## config.mk

```make
export PLATFORM = sky130hd
export DESIGN_NAME = csf_top
export DESIGN_NICKNAME = d
export VERILOG_FILES = /design/src/shared/csf_pkg.sv /design/src/design/csf_prescaler.sv /design/src/design/csf_top.sv
export VERILOG_INCLUDE_DIRS = /design/src /design/src/shared
export SDC_FILE = /design/constraint.sdc
export NUM_CORES = 1
export LEC_CHECK = 0
export BUFFER_PORTS_ARGS = -buffer_cell sky130_fd_sc_hd__buf_2
export CORE_MARGIN = 2
export CORE_UTILIZATION = 59
export CTS_BUF_LIST = sky130_fd_sc_hd__clkbuf_16
export CTS_CLUSTER_DIAMETER = 120
export DETAILED_ROUTE_END_ITERATION = 6
export PLACE_DENSITY = 0.84
export SYNTH_ARGS = -nofsm -noshare
export SYNTH_HDL_FRONTEND = slang
export SYNTH_HIERARCHICAL = 1
export SYNTH_SLANG_ARGS = --single-unit
```

## constraint.sdc

```tcl
create_clock -name clk_sys -period 8.45 [get_ports clk_sys]
set_input_delay 1.69 -clock clk_sys [delete_from_list [all_inputs] [get_ports clk_sys]]
set_output_delay 1.69 -clock clk_sys [all_outputs]
set_load 0.005 [all_outputs]
```

## src/shared/csf_regs.svh

```systemverilog
// Purpose: Offsets, field positions, reset values and counts for the
//          clock source failover unit.
// Assumes: Byte addresses on an 8-bit register address port.
// Notes:   Definitions only.
`ifndef CSF_REGS_SVH
`define CSF_REGS_SVH

// ----------------------------------------------------------------------
// Register offsets
// ----------------------------------------------------------------------
`define CSF_OFF_CTRL 8'h00
`define CSF_OFF_STATUS 8'h04
`define CSF_OFF_IRQ_STAT 8'h08
`define CSF_OFF_IRQ_EN 8'h0C
`define CSF_OFF_IRQ_CLR 8'h10
`define CSF_OFF_PRESC 8'h14

// ----------------------------------------------------------------------
// Field positions and widths
// ----------------------------------------------------------------------
`define CSF_CTRL_EXT_SEL 0
`define CSF_CTRL_PLL_MON 1
`define CSF_STAT_SRC_EXT 0
`define CSF_STAT_PLL_LOCK 1
`define CSF_IRQ_EXT_FAIL 0
`define CSF_IRQ_PLL_FAIL 1
`define CSF_IRQ_PLL_LOCK 2
`define CSF_IRQ_W 3
`define CSF_PRESC_AHB_LSB 0
`define CSF_PRESC_FAST_LSB 8
`define CSF_PRESC_SLOW_LSB 16
`define CSF_AHB_DIV_W 4
`define CSF_APB_DIV_W 3

// ----------------------------------------------------------------------
// Reset values, frequencies and counts
// ----------------------------------------------------------------------
`define CSF_CTRL_RST 2'h0
`define CSF_PRESC_RST 32'h0000_0000
`define CSF_IRQ_EN_RST 3'h0
`define CSF_RC_FREQ_MHZ 8
`define CSF_EXT_MIN_MHZ 4
`define CSF_EXT_MAX_MHZ 32
`define CSF_SYS_FREQ_MHZ 100
`define CSF_FAIL_WIN_RC 4

`endif

```

## src/shared/csf_pkg.sv

```systemverilog
// Purpose: Types shared by the clock source failover unit.
// Assumes: Nothing beyond the register header.
// Notes:   Types only; numbers live in csf_regs.svh.
package csf_pkg;

    // ------------------------------------------------------------------
    // Types
    // ------------------------------------------------------------------
    typedef enum logic {
        CSF_SRC_RC,
        CSF_SRC_EXT
    } csf_src_t;

endpackage

```

## src/design/csf_prescaler.sv

```systemverilog
// Purpose: Divides a stream of one-cycle ticks by a programmable value.
// Assumes: tick_in is a one-cycle pulse on clk_sys.
// Notes:   Output tick fires on every (div+1)-th input tick.
`timescale 1ns/1ps
`default_nettype none

module csf_prescaler import csf_pkg::*; #(
    parameter int W = 4
) (
    input wire logic clk_sys,
    input wire logic rst_n,
    input wire logic tick_in,
    input wire logic [W-1:0] div,
    output logic tick_out
);

    // ------------------------------------------------------------------
    // Checks
    // ------------------------------------------------------------------
    if (W < 1 || W > 8) begin : g_bad_w
        $error("csf_prescaler: W must be 1 to 8");
    end

    // ------------------------------------------------------------------
    // Divider
    // ------------------------------------------------------------------
    logic [W-1:0] cnt_r;

    // A divider change takes effect on the next input tick, even mid-period;
    // the count wraps at once if it already reaches the new value.
    always_ff @(posedge clk_sys or negedge rst_n) begin
        if (!rst_n) begin
            cnt_r <= '0;
            tick_out <= 1'b0;
        end else begin
            tick_out <= 1'b0;
            if (tick_in) begin
                if (cnt_r >= div) begin
                    cnt_r <= '0;
                    tick_out <= 1'b1;
                end else begin
                    cnt_r <= cnt_r + 1'b1;
                end
            end
        end
    end

endmodule

`default_nettype wire

```

## src/design/csf_top.sv

```systemverilog
// Purpose: System clock source selection, failure monitoring, fallback
//          and bus clock prescaling.
// Assumes: Oscillator inputs are asynchronous to clk_sys and slower than
//          half its rate; they are sampled, not used as clocks.
// Notes:   Bus clocks leave as one-cycle tick enables on clk_sys.
`timescale 1ns/1ps
`default_nettype none

`include "csf_regs.svh"

// Contract
// After any reset the internal 8 MHz RC oscillator is the system source.
// Software may select the external 4-32 MHz clock; it is then monitored.
// On external clock failure the source falls back to RC automatically.
// External failure raises an interrupt only when its enable is set.
// PLL input path events raise maskable interrupts, including oscillator loss.
// System, fast and slow peripheral bus clocks have separate prescalers.
// Software keeps system and fast bus under 72 MHz, slow under 36.
// Failure is no clock edge within a fixed RC window; flag latches.
module csf_top import csf_pkg::*; #(
    parameter int AW = 8,
    parameter int DW = 32,
    parameter int FAIL_WIN = `CSF_FAIL_WIN_RC
) (
    input wire logic clk_sys,
    input wire logic rstn,
    input wire logic [AW-1:0] addr,
    input wire logic [DW-1:0] wr_data,
    input wire logic wr_en,
    input wire logic rd_en,
    output logic [DW-1:0] rd_data,
    input wire logic rc_osc_clk,
    input wire logic ext_hs_clk,
    input wire logic pll_ref_clk,
    input wire logic pll_locked,
    output logic sys_src_ext,
    output logic ahb_tick,
    output logic fast_tick,
    output logic slow_tick,
    output logic irq
);

    // ------------------------------------------------------------------
    // Checks
    // ------------------------------------------------------------------
    if (FAIL_WIN < 2 || FAIL_WIN > 255) begin : g_bad_win
        $error("csf_top: FAIL_WIN must be 2 to 255");
    end
    if (AW < 5 || DW < 32) begin : g_bad_bus
        $error("csf_top: AW must be at least 5 and DW at least 32");
    end

    localparam int CW = $clog2(FAIL_WIN + 1);
    localparam logic [CW-1:0] WIN_LAST = CW'(FAIL_WIN - 1);

    // ------------------------------------------------------------------
    // Reset release
    // ------------------------------------------------------------------
    logic rst_s1_r;
    logic rst_n_s;

    always_ff @(posedge clk_sys or negedge rstn) begin
        if (!rstn) begin
            rst_s1_r <= 1'b0;
            rst_n_s <= 1'b0;
        end else begin
            rst_s1_r <= 1'b1;
            rst_n_s <= rst_s1_r;
        end
    end

    // ------------------------------------------------------------------
    // Oscillator and lock sampling
    // ------------------------------------------------------------------
    // Bit order: 0 RC, 1 external, 2 PLL reference, 3 PLL lock.
    logic [3:0] pin_s1_r;
    logic [3:0] pin_s2_r;
    logic [3:0] pin_d_r;

    always_ff @(posedge clk_sys or negedge rst_n_s) begin
        if (!rst_n_s) begin
            pin_s1_r <= 4'h0;
            pin_s2_r <= 4'h0;
            pin_d_r <= 4'h0;
        end else begin
            pin_s1_r <= {pll_locked, pll_ref_clk, ext_hs_clk, rc_osc_clk};
            pin_s2_r <= pin_s1_r;
            pin_d_r <= pin_s2_r;
        end
    end

    logic rc_rise;
    logic ext_rise;
    logic lock_rise;
    logic [1:0] mon_edge;

    assign rc_rise = pin_s2_r[0] & ~pin_d_r[0];
    assign ext_rise = pin_s2_r[1] & ~pin_d_r[1];
    assign lock_rise = pin_s2_r[3] & ~pin_d_r[3];
    // Either edge counts as life, so a clock stuck high or low both fail.
    assign mon_edge = pin_s2_r[2:1] ^ pin_d_r[2:1];

    // ------------------------------------------------------------------
    // Registers
    // ------------------------------------------------------------------
    logic [1:0] ctrl_r;
    logic [DW-1:0] presc_r;
    logic [`CSF_IRQ_W-1:0] irq_en_r;
    logic [`CSF_IRQ_W-1:0] irq_stat_r;
    csf_src_t src_r;

    function automatic logic hit(input logic [AW-1:0] a,
                                 input logic [7:0] off);
        hit = (a == AW'(off));
    endfunction

    logic wr_ctrl;
    logic wr_clr;

    assign wr_ctrl = wr_en && hit(addr, `CSF_OFF_CTRL);
    assign wr_clr = wr_en && hit(addr, `CSF_OFF_IRQ_CLR);

    always_ff @(posedge clk_sys or negedge rst_n_s) begin
        if (!rst_n_s) begin
            presc_r <= DW'(`CSF_PRESC_RST);
            irq_en_r <= `CSF_IRQ_EN_RST;
        end else if (wr_en) begin
            if (hit(addr, `CSF_OFF_PRESC)) begin
                presc_r <= wr_data;
            end
            if (hit(addr, `CSF_OFF_IRQ_EN)) begin
                irq_en_r <= wr_data[`CSF_IRQ_W-1:0];
            end
        end
    end

    // ------------------------------------------------------------------
    // Failure monitors: 0 external system clock, 1 PLL reference
    // ------------------------------------------------------------------
    logic [1:0] mon_on;
    logic [1:0] fail_evt;
    logic [CW-1:0] mon_cnt [2];

    assign mon_on[0] = (src_r == CSF_SRC_EXT);
    assign mon_on[1] = ctrl_r[`CSF_CTRL_PLL_MON];

    for (genvar i = 0; i < 2; i++) begin : g_mon
        // Window is counted in RC periods so it scales with the fallback
        // clock, not with clk_sys.
        assign fail_evt[i] = mon_on[i] && rc_rise && !mon_edge[i] &&
                             (mon_cnt[i] == WIN_LAST);

        always_ff @(posedge clk_sys or negedge rst_n_s) begin
            if (!rst_n_s) begin
                mon_cnt[i] <= '0;
            end else if (!mon_on[i] || mon_edge[i] || fail_evt[i]) begin
                mon_cnt[i] <= '0;
            end else if (rc_rise) begin
                mon_cnt[i] <= mon_cnt[i] + 1'b1;
            end
        end
    end

    // ------------------------------------------------------------------
    // Source selection
    // ------------------------------------------------------------------
    // Selecting the external clock is refused while its failure flag is
    // still set, so a dead oscillator cannot be picked again unnoticed.
    logic sel_ok;

    assign sel_ok = wr_ctrl && wr_data[`CSF_CTRL_EXT_SEL] &&
                    !irq_stat_r[`CSF_IRQ_EXT_FAIL];

    always_ff @(posedge clk_sys or negedge rst_n_s) begin
        if (!rst_n_s) begin
            src_r <= CSF_SRC_RC;
        end else begin
            unique case (src_r)
                CSF_SRC_RC: begin
                    if (sel_ok) begin
                        src_r <= CSF_SRC_EXT;
                    end
                end
                CSF_SRC_EXT: begin
                    if (fail_evt[0]) begin
                        src_r <= CSF_SRC_RC;
                    end else if (wr_ctrl &&
                                 !wr_data[`CSF_CTRL_EXT_SEL]) begin
                        src_r <= CSF_SRC_RC;
                    end
                end
            endcase
        end
    end

    // The select bit follows the hardware fallback so software reads the
    // source actually in use.
    always_ff @(posedge clk_sys or negedge rst_n_s) begin
        if (!rst_n_s) begin
            ctrl_r <= `CSF_CTRL_RST;
        end else begin
            if (wr_ctrl) begin
                ctrl_r[`CSF_CTRL_PLL_MON] <= wr_data[`CSF_CTRL_PLL_MON];
                ctrl_r[`CSF_CTRL_EXT_SEL] <= sel_ok;
            end
            if (fail_evt[0]) begin
                ctrl_r[`CSF_CTRL_EXT_SEL] <= 1'b0;
            end
        end
    end

    assign sys_src_ext = (src_r == CSF_SRC_EXT);

    // ------------------------------------------------------------------
    // Interrupts
    // ------------------------------------------------------------------
    logic [`CSF_IRQ_W-1:0] evt;

    assign evt = {lock_rise, fail_evt[1], fail_evt[0]};

    // A new event in the cycle of its clear keeps the bit set.
    always_ff @(posedge clk_sys or negedge rst_n_s) begin
        if (!rst_n_s) begin
            irq_stat_r <= '0;
        end else begin
            irq_stat_r <= (irq_stat_r &
                           ~(wr_clr ? wr_data[`CSF_IRQ_W-1:0] : '0)) |
                          evt;
        end
    end

    assign irq = |(irq_stat_r & irq_en_r);

    // ------------------------------------------------------------------
    // Prescalers
    // ------------------------------------------------------------------
    logic src_tick;

    assign src_tick = (src_r == CSF_SRC_EXT) ? ext_rise : rc_rise;

    // Fast and slow bus dividers are fed from the system bus tick.
    csf_prescaler #(.W(`CSF_AHB_DIV_W)) u_ahb (
        .clk_sys(clk_sys),
        .rst_n(rst_n_s),
        .tick_in(src_tick),
        .div(presc_r[`CSF_PRESC_AHB_LSB +: `CSF_AHB_DIV_W]),
        .tick_out(ahb_tick)
    );

    csf_prescaler #(.W(`CSF_APB_DIV_W)) u_fast (
        .clk_sys(clk_sys),
        .rst_n(rst_n_s),
        .tick_in(ahb_tick),
        .div(presc_r[`CSF_PRESC_FAST_LSB +: `CSF_APB_DIV_W]),
        .tick_out(fast_tick)
    );

    csf_prescaler #(.W(`CSF_APB_DIV_W)) u_slow (
        .clk_sys(clk_sys),
        .rst_n(rst_n_s),
        .tick_in(ahb_tick),
        .div(presc_r[`CSF_PRESC_SLOW_LSB +: `CSF_APB_DIV_W]),
        .tick_out(slow_tick)
    );

    // ------------------------------------------------------------------
    // Read port
    // ------------------------------------------------------------------
    logic [DW-1:0] rd_nxt;

    always_comb begin
        rd_nxt = '0;
        if (hit(addr, `CSF_OFF_CTRL)) begin
            rd_nxt[1:0] = ctrl_r;
        end else if (hit(addr, `CSF_OFF_STATUS)) begin
            rd_nxt[`CSF_STAT_SRC_EXT] = (src_r == CSF_SRC_EXT);
            rd_nxt[`CSF_STAT_PLL_LOCK] = pin_s2_r[3];
        end else if (hit(addr, `CSF_OFF_IRQ_STAT)) begin
            rd_nxt[`CSF_IRQ_W-1:0] = irq_stat_r;
        end else if (hit(addr, `CSF_OFF_IRQ_EN)) begin
            rd_nxt[`CSF_IRQ_W-1:0] = irq_en_r;
        end else if (hit(addr, `CSF_OFF_PRESC)) begin
            rd_nxt = presc_r;
        end
    end

    // Read data stand only in the cycle after the strobe.
    always_ff @(posedge clk_sys or negedge rst_n_s) begin
        if (!rst_n_s) begin
            rd_data <= '0;
        end else begin
            rd_data <= rd_en ? rd_nxt : '0;
        end
    end
endmodule

`default_nettype wire

```

== Yosys cells after proc, flatten, opt, wreduce, memory -nomap -nowiden ==
Cells that the tools add are included.
Cells by class
  add/sub/neg operators: 5
  order comparisons: 3
  equal/unequal tests: 7
  mux-type cells: 31
  bitwise operators: 12
  reductions and logical operators: 28
Operators with widths (count)
  2-to-1 mux 32 bit: 2
  2-to-1 mux 30 bit: 2
  2-to-1 mux 29 bit: 2
  2-to-1 mux 3 bit: 9
  == test 8 x 4 -> 1 bit (second input constant): 2
  == test 8 x 5 -> 1 bit (second input constant): 2
  adder 3 x 1 -> 3 bit (second input constant): 4
  2-to-1 mux 1 bit: 12
  logical AND 1 bit: 11
  == test 8 x 3 -> 1 bit (second input constant): 1
  logical NOT 8 bit: 1
  AND 3 bit: 2
  == test 3 x 2 -> 1 bit (second input constant): 2
  greater-or-equal comparator 3 bit: 2
  logical NOT 1 bit: 6
  nonzero test 2 bit: 3
  adder 4 x 1 -> 4 bit (second input constant): 1
  greater-or-equal comparator 4 bit: 1
  logical OR 1 bit: 4
  2-to-1 mux 2 bit: 2
  2-to-1 mux 4 bit: 1
  inverter 1 bit: 4
  AND reduction 2 bit: 2
  AND 1 bit: 3
  5 further kinds: 5
Storage, ports and cells
  register bits: 106
  bits of input ports: 48
  output and inout bits: 37
  word-level logic and storage cells: 106

== Depth between registers and ports, before layout ==
Gate-level depths: netlist of the first run.
  depth in word-level cells: 7
  depth in mapped cells: 8
  mapped depth without buffers: 7

== Hierarchy ==
The synthesis of the first run kept the hierarchy.
By module, submodules not included
  csf_top: times used 1, cells an instance 250, area each 3671.0 µm², sequential area each 2327.2 µm²
  csf_prescaler (u_fast ...): times used 2, cells an instance 25, area each 255.2 µm², sequential area each 100.1 µm²
  csf_prescaler (u_ahb): times used 1, cells an instance 34, area each 330.3 µm², sequential area each 125.1 µm²

== Worst setup path after synthesis of the first run ==
Ideal clock, no wire load.
  kind: input to register
  start: in addr[1]
  end: reg ctrl_r[1]
  setup time: 128 ps
  arrival: 2794 ps
  required time: 8322 ps
  slack: 5528 ps
  cell stages on the path: 3
  buffers on the path: 0
  cells stage by stage: or4_4 > nor3_4 > mux2_1
Between the ends
  word-level cells in the longest chain between the ends: 2
Ends and longest elaborated chain
  start: declaration: line csf_top.sv:27  | input wire logic [AW-1:0] addr,
  logical NOT 8 bit: line csf_top.sv:114  | hit = (a == AW'(off));
  logical AND 1 bit: line csf_top.sv:120  | assign wr_ctrl = wr_en && hit(addr, `CSF_OFF_CTRL);
  end signal: assignment: line csf_top.sv:200  | ctrl_r <= `CSF_CTRL_RST;
  end signal: indexed assignment: line csf_top.sv:203  | ctrl_r[`CSF_CTRL_PLL_MON] <= wr_data[`CSF_CTRL_PLL_MON];
  end signal: indexed assignment: line csf_top.sv:204  | ctrl_r[`CSF_CTRL_EXT_SEL] <= sel_ok;
  end: declaration: line csf_top.sv:106  | logic [1:0] ctrl_r;
Every way passes these cells.
A chain may end at the register's enable or synchronous reset.

== Worst setup path in the final report of the first run ==
  start: reg irq_stat_r[2]
  end: out irq
Between the ends
  word-level cells in the longest chain between the ends: 2
Ends and longest elaborated chain
  start: declaration: line csf_top.sv:109  | logic [`CSF_IRQ_W-1:0] irq_stat_r;
  start signal: assignment: line csf_top.sv:226  | irq_stat_r <= (irq_stat_r &
  AND 3 bit: line csf_top.sv:232  | assign irq = |(irq_stat_r & irq_en_r);
  OR reduction 3 bit: line csf_top.sv:232
  end: declaration: line csf_top.sv:40  | output logic irq
Every way passes these cells.

==> results of run 1 <==
-- power groups by stage --
| stage | combinational, mW | clock (mW) | sequential [mW] |
|---|---|---|---|
| detailed placement | 0.0749 | 0 | 0.548 |
| CTS | 0.0762 | 0.405 | 0.539 |
| floorplan | 0.0443 | 0 | 0.549 |
| global placement | 0.0716 | 0 | 0.547 |
| finish | 0.0748 | 0.396 | 0.539 |
| global route | 0.0841 | 0.427 | 0.541 |
-- layout by cell type (no fill, tap or decap), types with 2 or more instances in the layout --
master     netlist  final
buf_2            2     84
nor3_1           4      4
nand3b_1         6      6
buf_4            2      2
and2_1          30     30
mux2i_1          3      3
or3_1            7      7
o22ai_1          5      5
nand3_1          2      2
nor2b_4          2      2
ha_1            18     18
o21ai_1          4      4
o21ai_2          5      5
nand2_1         22     22
o31ai_1          4      4
nor2b_1          3      3
and2_2           2      2
o21ai_0          5      5
a21oi_2          2      2
inv_1           20     21
mux2_2           8      8
clkbuf_16        0      9
a21o_1           3      3
dfrtp_1        106    105
a21oi_1          9      9
a31oi_1          2      2
nand2b_1         2      2
mux2_4          30     30
or4bb_1          3      3
-- per-stage QoR --
stage          total power [mW]  instance area, um2  util, %
3_3_place_gp             0.6189                5009    68.32
5_1_grt                   1.052                5293    72.20
3_5_place_dp             0.6232                5009    68.32
2_1_floorplan            0.5935                4512        -
6_report                  1.011                5293    72.20
4_1_cts                   1.021                5293    72.20
-- cell type report --
cell class / instances / area share, %
Timing Repair Buffer: 86 / 8.227
Tap cell: 99 / 2.340
Inverter: 20 / 1.418
Sequential cell: 106 / 50.19
Clock inverter: 6 / 1.111
Clock buffer: 9 / 4.255
Multi-Input combinational cell: 199 / 32.46
-- state kept, by name (all words and copies together) (netlist names), 4 cells and up --
name,count
pin_s2_r,4
pin_s1_r,4
presc_r,32
pin_d_r,4
u_ahb/cnt_r,4
mon_cnt,6
rd_data,32
-- worst min path at each step --
stage / start / cells past startpoint / to / slack [ns]
2_1_floorplan: pin_s1_r[0] / 0 / pin_s2_r[0] / 0.33
3_3_place_gp: rst_n_s / 0 / presc_r[26] / 0.25
3_5_place_dp: rst_n_s / 0 / rd_data[26] / 0.25
4_1_cts: rst_n_s / 0 / rd_data[26] / 0.26
5_1_grt: rst_n_s / 0 / rd_data[26] / 0.28
6_report: rst_n_s / 0 / rd_data[26] / 0.24
-- worst max-delay path, stage by stage, from the launching register on --
cell and delay [ns]:
dfrtp_1 0.39, a222oi_1 0.40, inv_1 0.06, buf_2 0.13
-- kinds of logic after synthesis --
group | count (synthesis) | synth area share [%]
compound gates | 43 | 6.323
xor+xnor | 1 | 0.1942
fa+ha+maj | 18 | 4.992
buf+inv | 29 | 3.134
flops | 106 | 58.79
mux | 42 | 12.90
other cells | 1 | 0.08311
simple gates | 94 | 13.59
-- metal layers --
layer / up-vias / track usage (%) / routed length (um)
li1: 1327 / - / -
met2: 60 / 36.21 / 4166
met3: 7 / 5.228 / 337
met1: 1371 / 26.32 / 3532
met4: 0 / 3.914 / 53
met5: - / 0 / 0
==> results.md, run 1 <==
* Final hold vios at 0
* Fillcell total at 500
* RSZ-0062 raised after global routing: false
* CTS tree: built
* Crit Path Class: reg2out
* Outcome: finished, final reports clean
* DRT antenna net count at 0
* Worst Tran Pin Value at 0.8958 ns
* Fin crit share at 35.54%
* Synth Flop Type: dfrtp_1
* Sw Pwr at 0.2231 mW
* Number of diodes at 0
* Clock Latency Late Sink at 0.33 ns
* Max H-tree Level at 3
* Ys Warns at 6
* Final Slew Violations at 0
* Post-Synthesis Cells at 334
* Setup Total Neg Slack at 0 ns
* Max clock buf depth at 2
* Starting density of the core at 61.55%
* Worst-path clk slew at 0.07 ns
* Core area at 7331 um2
* Die X at 91.45 um
* Area of the multi-input gates at 1718 um2
* Setup crit end: irq
* Vias at 2765
* Avg Cell Area, Syn at 13.51 um2
* Internal at 0.7875 mW
* Resized Gates After CTS at 0
* Pin count of the biggest net entering global routing at 77
* Seq pwr share at 53.4%
* Post-DP HPWL at 5634 um
* Share of power burned in combinational logic at 7.4%
* First-pass GRT wire length at 13760 um
* Post-synthesis sequential area ratio at 58.79%
* GPL Wtd Cong at 0.7837
* Io pins at 85
* Hold_ws at 0.2438 ns
* CP required at 6.76 ns
* Worst endpoint data arrival time at 1.31 ns
* Post-CTS Hold Buffers at 0
* Worst reg2reg endpoint: u_ahb/cnt_r[3]
* Switching share of power at 22.07%
* VDD IR max at 0.1538 mV
* Pre-Repair DR Iteration Count at 5
* CTS Buf Count at 9
* Place WS at 5.070 ns
* Die Span Y at 91.45 um
* Clk network pwr share at 39.2%
* Total power divided by cell area at 190.9 nW/um2
* GRT overflow at 0
* Critical R2R Launch: pin_d_r[0]
* FF+latch count, synth at 106
* Top-count cell post-synth: dfrtp_1
* Reg2reg setup slack at 6.44 ns
* Detailed Route WL at 8088 um
* Routed wire length per instance at 15.41 um
* Post-synthesis async set-or-reset flop share at 100.0%
* DR vias/cell at 5.267
* CP Capture Type: output port
* Startpoint Class: register
* Initial antenna violation count at 0
* Placed cell count at 510
* Synthesis-to-finish area growth at 17.30%
* Cell Count, Final, Fillers Out at 525
* Worst slew margin relative to its limit at 40.28%
* # port buffers at 84
* Main area contributors after synthesis: dfrtp_1 59%, mux2_4 10%, ha_1 5.0%
* Tmin final at 3.003 ns
* Synth cell count leaders: 106 x dfrtp_1, 30 x and2_1, 30 x mux2_4, 22 x nand2_1, 20 x inv_1
* Postcts setup bufs at 0
* Hold Path Class: reg2async
* Worst Reg2Reg Path Length in Cells at 5
* Netlist area before placement at 4512 um2
* Clock root buffer: clkbuf_16
* Initial DRC count at 94
* Max-Cap Viols at 0
* Leakage power at 2.774 nW
* Top cell type by total area after synthesis: dfrtp_1
* Clk_skew at 0.006959 ns
* Vias in the first global route at 2884
* CP Launch Point: irq_stat_r[2]
* CTS sink cnt at 106
* Remaining DRCs at 0
* Final net count at 488
* FP Rows at 31
* Die area at 8363 um2
* Sequential Area at 2656 um2
* Number of flops mapped to enable cells by yosys at 0
* Yosys top cell area share at 58.79%
* Post-synth cell types at 48
* # setup viols final at 0
* Max frequency at 333.0 MHz
* Mapped Nets at 400
* Crit Path Max Fanout at 3
* Slack of the critical path at 5.447 ns
* Layout cells sized above 1 at 36.38%
* GRT Total Usage at 20.72%
Note: power is estimated with default switching activity, not from simulation.
==> run 2: changes to the inputs <==
--- a/config.mk
+++ b/config.mk
@@ -6,13 +6,14 @@
 export SDC_FILE = /design/constraint.sdc
 export NUM_CORES = 1
 export LEC_CHECK = 0
+export ABC_AREA = 1
 export BUFFER_PORTS_ARGS = -buffer_cell sky130_fd_sc_hd__buf_2
 export CORE_MARGIN = 2
-export CORE_UTILIZATION = 59
+export CORE_UTILIZATION = 55
 export CTS_BUF_LIST = sky130_fd_sc_hd__clkbuf_16
 export CTS_CLUSTER_DIAMETER = 120
 export DETAILED_ROUTE_END_ITERATION = 6
-export PLACE_DENSITY = 0.84
+export PLACE_DENSITY = 0.79
 export SYNTH_ARGS = -nofsm -noshare
 export SYNTH_HDL_FRONTEND = slang
 export SYNTH_HIERARCHICAL = 1
==> constraint.sdc (replaced) <==
create_clock -name clk_sys -period 3 [get_ports clk_sys]
set_input_delay 0.6 -clock clk_sys [delete_from_list [all_inputs] [get_ports clk_sys]]
set_output_delay 0.6 -clock clk_sys [all_outputs]
set_load 0.005 [all_outputs]
==> run 2 against run 1 <==
Worst setup slack worse by 4.5 ns. Sequential share of layout area up 0.70 points. Clock power rose to 2.7 times the previous value. Cell count up 26%. Non-clock buffer count did not move. Sequential cell count unchanged. Global-route usage decreased by 0.40 points. Combinational power grew to 6.1 times the previous value. Sequential power rose to 3.1 times the previous value. Area after synthesis fell by 1.8%.
==> results.md, run 2 <==
* Synthesis-to-finish area growth at 17.85%
* Finished layout cell area at 5220 um2 (-1.4%)
* Number of flops mapped to enable cells by yosys at 0 (unchanged)
* # setup viols final at 0 (unchanged)
* Switching share of power at 27.79% (+5.7 points)
* Internal at 2.308 mW (+190%)
* Number of diodes at 0 (unchanged)
* Layout cells sized above 1 at 23.43% (-13 points)
* Sw Pwr at 0.8880 mW (+300%)
* Avg Cell Area, Syn at 9.505 um2 (-30%)
* Die Span Y at 93.74 um (+2.5%)
* Outcome: finished, final reports clean
* Top-count cell post-synth: dfrtp_1
* Slowest stage delay, CP at 0.63 ns (+0.23 ns)
* Post-synthesis sequential area ratio at 59.89% (+1.1 points)
* CP Launch Point: pin_s2_r[0]
* Post-DP HPWL at 5711 um (+1.4%)
* Most used cell, CP: inv_1
* GPL Wtd Cong at 0.8460 (+7.9%)
* Placed cell count at 645 (+26%)
* Clk network pwr share at 33.9% (-5.3 points)
* Cell Count, Final, Fillers Out at 661 (+26%)
* Max frequency at 487.3 MHz
* Vias at 3260 (+18%)
* Routed wire length per instance at 12.26 um (-20%)
* Postcts setup bufs at 0 (unchanged)
* Mapped Nets at 532 (+33%)
* Tmin final at 2.052 ns
* Max clock buf depth at 2 (unchanged)
* Total power divided by cell area at 612.2 nW/um2 (+220%)
* CP cell instances: inv_1 -> nor2_1 -> inv_1 -> o21ai_0 -> nand2_1 -> nor2_2 -> xor2_1 -> a21oi_1
* Netlist area before placement at 4429 um2 (-1.8%)
* Hold Path Class: in2async
* Final hold vios at 0 (unchanged)
* Die area at 8787 um2 (+5.1%)
* DRT antenna net count at 0 (unchanged)
* First-pass GRT wire length at 14040 um (+2.1%)
* GRT overflow at 0 (unchanged)
* Yosys top cell area share at 59.89% (+1.1 points)
* Final net count at 620 (+27%)
* Pre-Repair DR Iteration Count at 4 (-1)
* DP Area at 4943 um2 (-1.3%)
* CTS tree: built
* Top cell type by total area after synthesis: dfrtp_1
* Pin count of the biggest net entering global routing at 73 (-5.2%)
* Detailed Route WL at 8106 um (+0.22%)
* Seq pwr share at 51.7% (-1.7 points)
* Core area at 7767 um2 (+6.0%)
* Crit Path Max Fanout at 7 (+4)
* FP Rows at 32 (+3.2%)
* Synth cell count leaders: 106 x dfrtp_1, 93 x nand2_1, 83 x inv_1, 30 x nor2_1, 27 x o21ai_0
* CP max stage cell: o21ai_0
* Synth Flop Type: dfrtp_1
* Max H-tree Level at 3 (unchanged)
* Leakage power at 2.980 nW (+7.4%)
* Post-synthesis async set-or-reset flop share at 100.0% (unchanged)
* VDD IR max at 0.3233 mV (+110%)
* GRT Total Usage at 20.32% (-0.40 points)
* Setup Total Neg Slack at 0 ns (unchanged)
* Worst slew margin relative to its limit at 40.30% (about the same)
* Share of power burned in combinational logic at 14.4% (+7.0 points)
* Final Slew Violations at 0 (unchanged)
* Fin crit share at 68.40%
* Ys Warns at 6 (unchanged)
* Post-synth cell types at 28 (-42%)
* Commonest non-fill, non-tap cell in the layout: dfrtp_1
* Critical R2R Launch: pin_s2_r[0]
* Commonest non-fill, non-tap cells in the layout: 105 x dfrtp_1, 93 x nand2_1, 84 x buf_2, 83 x inv_1, 30 x nor2_1
* Resized Gates After CTS at 0 (unchanged)
* DR vias/cell at 4.932 (-6.4%)
* Remaining DRCs at 0 (unchanged)
* Main area contributors after synthesis: dfrtp_1 60%, nand2_1 7.9%, inv_1 7.0%
* Clock root buffer: clkbuf_16
* Hold_ws at 0.02723 ns (-0.2166 ns)
* # port buffers at 84 (unchanged)
* Startpoint Class: register
* Post-Synthesis Cells at 466 (+40%)
* Place WS at 0.7942 ns (-4.275 ns)
* Top Registers: presc_r: 32 flops, rd_data: 32 flops, mon_cnt: 6 flops
* CP Capture Type: register
* CTS Buf Count at 9 (unchanged)
* CTS sink cnt at 106 (unchanged)
* Die X at 93.74 um (+2.5%)
* FF+latch count, synth at 106 (unchanged)
* Slack of the critical path at 0.9481 ns (-4.499 ns)
* Worst Tran Pin Value at 0.8955 ns (-0.0002298 ns)
* Io pins at 85 (unchanged)
* Vias in the first global route at 3341 (+16%)
* Initial DRC count at 154 (+64%)
* Worst-path clk slew at 0.07 ns (about the same)
* CP required at 3.20 ns (-3.56 ns)
* Clk_skew at 0.008754 ns (+0.001795 ns)
* Initial antenna violation count at 0 (unchanged)
* Worst endpoint data arrival time at 2.25 ns (+0.94 ns)
* Starting density of the core at 57.02% (-4.5 points)
* Clock Latency Late Sink at 0.34 ns (about the same)
* Crit Path Class: reg2reg
* Max-Cap Viols at 0 (unchanged)
* RSZ-0062 raised after global routing: false
* Post-CTS Hold Buffers at 0 (unchanged)
run 2: cell types whose count changed after synthesis, sizes merged, moves of 5 or more:
| cell | change |
|---|---|
| a21oi | +9 |
| and2 | -32 |
| inv | +66 |
| mux2 | -39 |
| nand2 | +75 |
| nand3 | +19 |
| nand3b | -6 |
| nor2 | +47 |
| nor2b | -5 |
| o21ai | +37 |
| or3 | -7 |
run 2: area by class of cell:
cell class | instances | area (um2)
sequential | 106 | 2656
multi-input combinational | 265 | 1389
fill | 605 | 2547
inverter | 86 | 322.8
timing repair buffer | 86 | 447.9
clock inverter | 7 | 51.30
tap | 102 | 127.6
clock buffer | 9 | 225.2
run 2: logic make-up (layout without fill, tap and decap cells):
group                    after synthesis  count (layout)  share of synthesized area (%)
AO/OA/AOI/OAI                         74              74                          8.757
adder cells (fa/ha/maj)               18              18                          5.085
buffers and inverters                 95             188                          8.757
flip-flops                           106             106                          59.89
other                                  1               1                        0.08466
AND/OR/NAND/NOR                      169             169                          16.84
XOR/XNOR                               3               3                         0.5933
run 2: through the flow:
stage          power [mW]  util (%)
2_1_floorplan       1.986         -
3_3_place_gp        2.093     63.64
3_5_place_dp        2.133     63.64
4_1_cts             3.226     67.20
5_1_grt             3.386     67.20
6_report            3.196     67.20
run 2: worst paths after layout:
kind / slack, ns / end / cells after the start
worst max-delay path: 0.95 / u_ahb/cnt_r[3] / 8
worst min-delay path: 0.03 / rst_n_s / 1
worst max register to register: 0.95 / u_ahb/cnt_r[3] / 8
worst min register to register: 0.35 / pin_s2_r[1] / 0
max in group asynchronous: 1.83 / u_ahb/cnt_r[1] / 1
min in group clk_sys: 0.35 / pin_s2_r[1] / 0
run 2: per-layer routing:
layer  share of wire, %  wire [um]  track usage [%]  vias to the layer above
met5                  0          0                0                        -
met2                 51       4113            35.54                       86
met4                2.0        161            9.300                        0
met3                4.7        384            3.852                       19
met1                 43       3447            24.27                     1540
li1                   -          -                -                     1615
run 2: worst max-delay path: cells and delay by family (launching register included):
| family | cells | cell delay, ns |
|---|---|---|
| AO/OA/AOI/OAI | 2 | 0.68 |
| XOR/XNOR | 1 | 0.15 |
| buffers and inverters | 2 | 0.19 |
| flip-flops | 1 | 0.35 |
| AND/OR/NAND/NOR | 3 | 0.53 |
run 2: power groups by stage:
| stage | clock network [mW] | registers [mW] | logic, mW |
|---|---|---|---|
| 2_1_floorplan | 0 | 1.66 | 0.327 |
| 3_3_place_gp | 0 | 1.67 | 0.419 |
| 3_5_place_dp | 0 | 1.68 | 0.452 |
| 4_1_cts | 1.11 | 1.65 | 0.464 |
| 5_1_grt | 1.17 | 1.67 | 0.547 |
| 6_report | 1.08 | 1.65 | 0.460 |
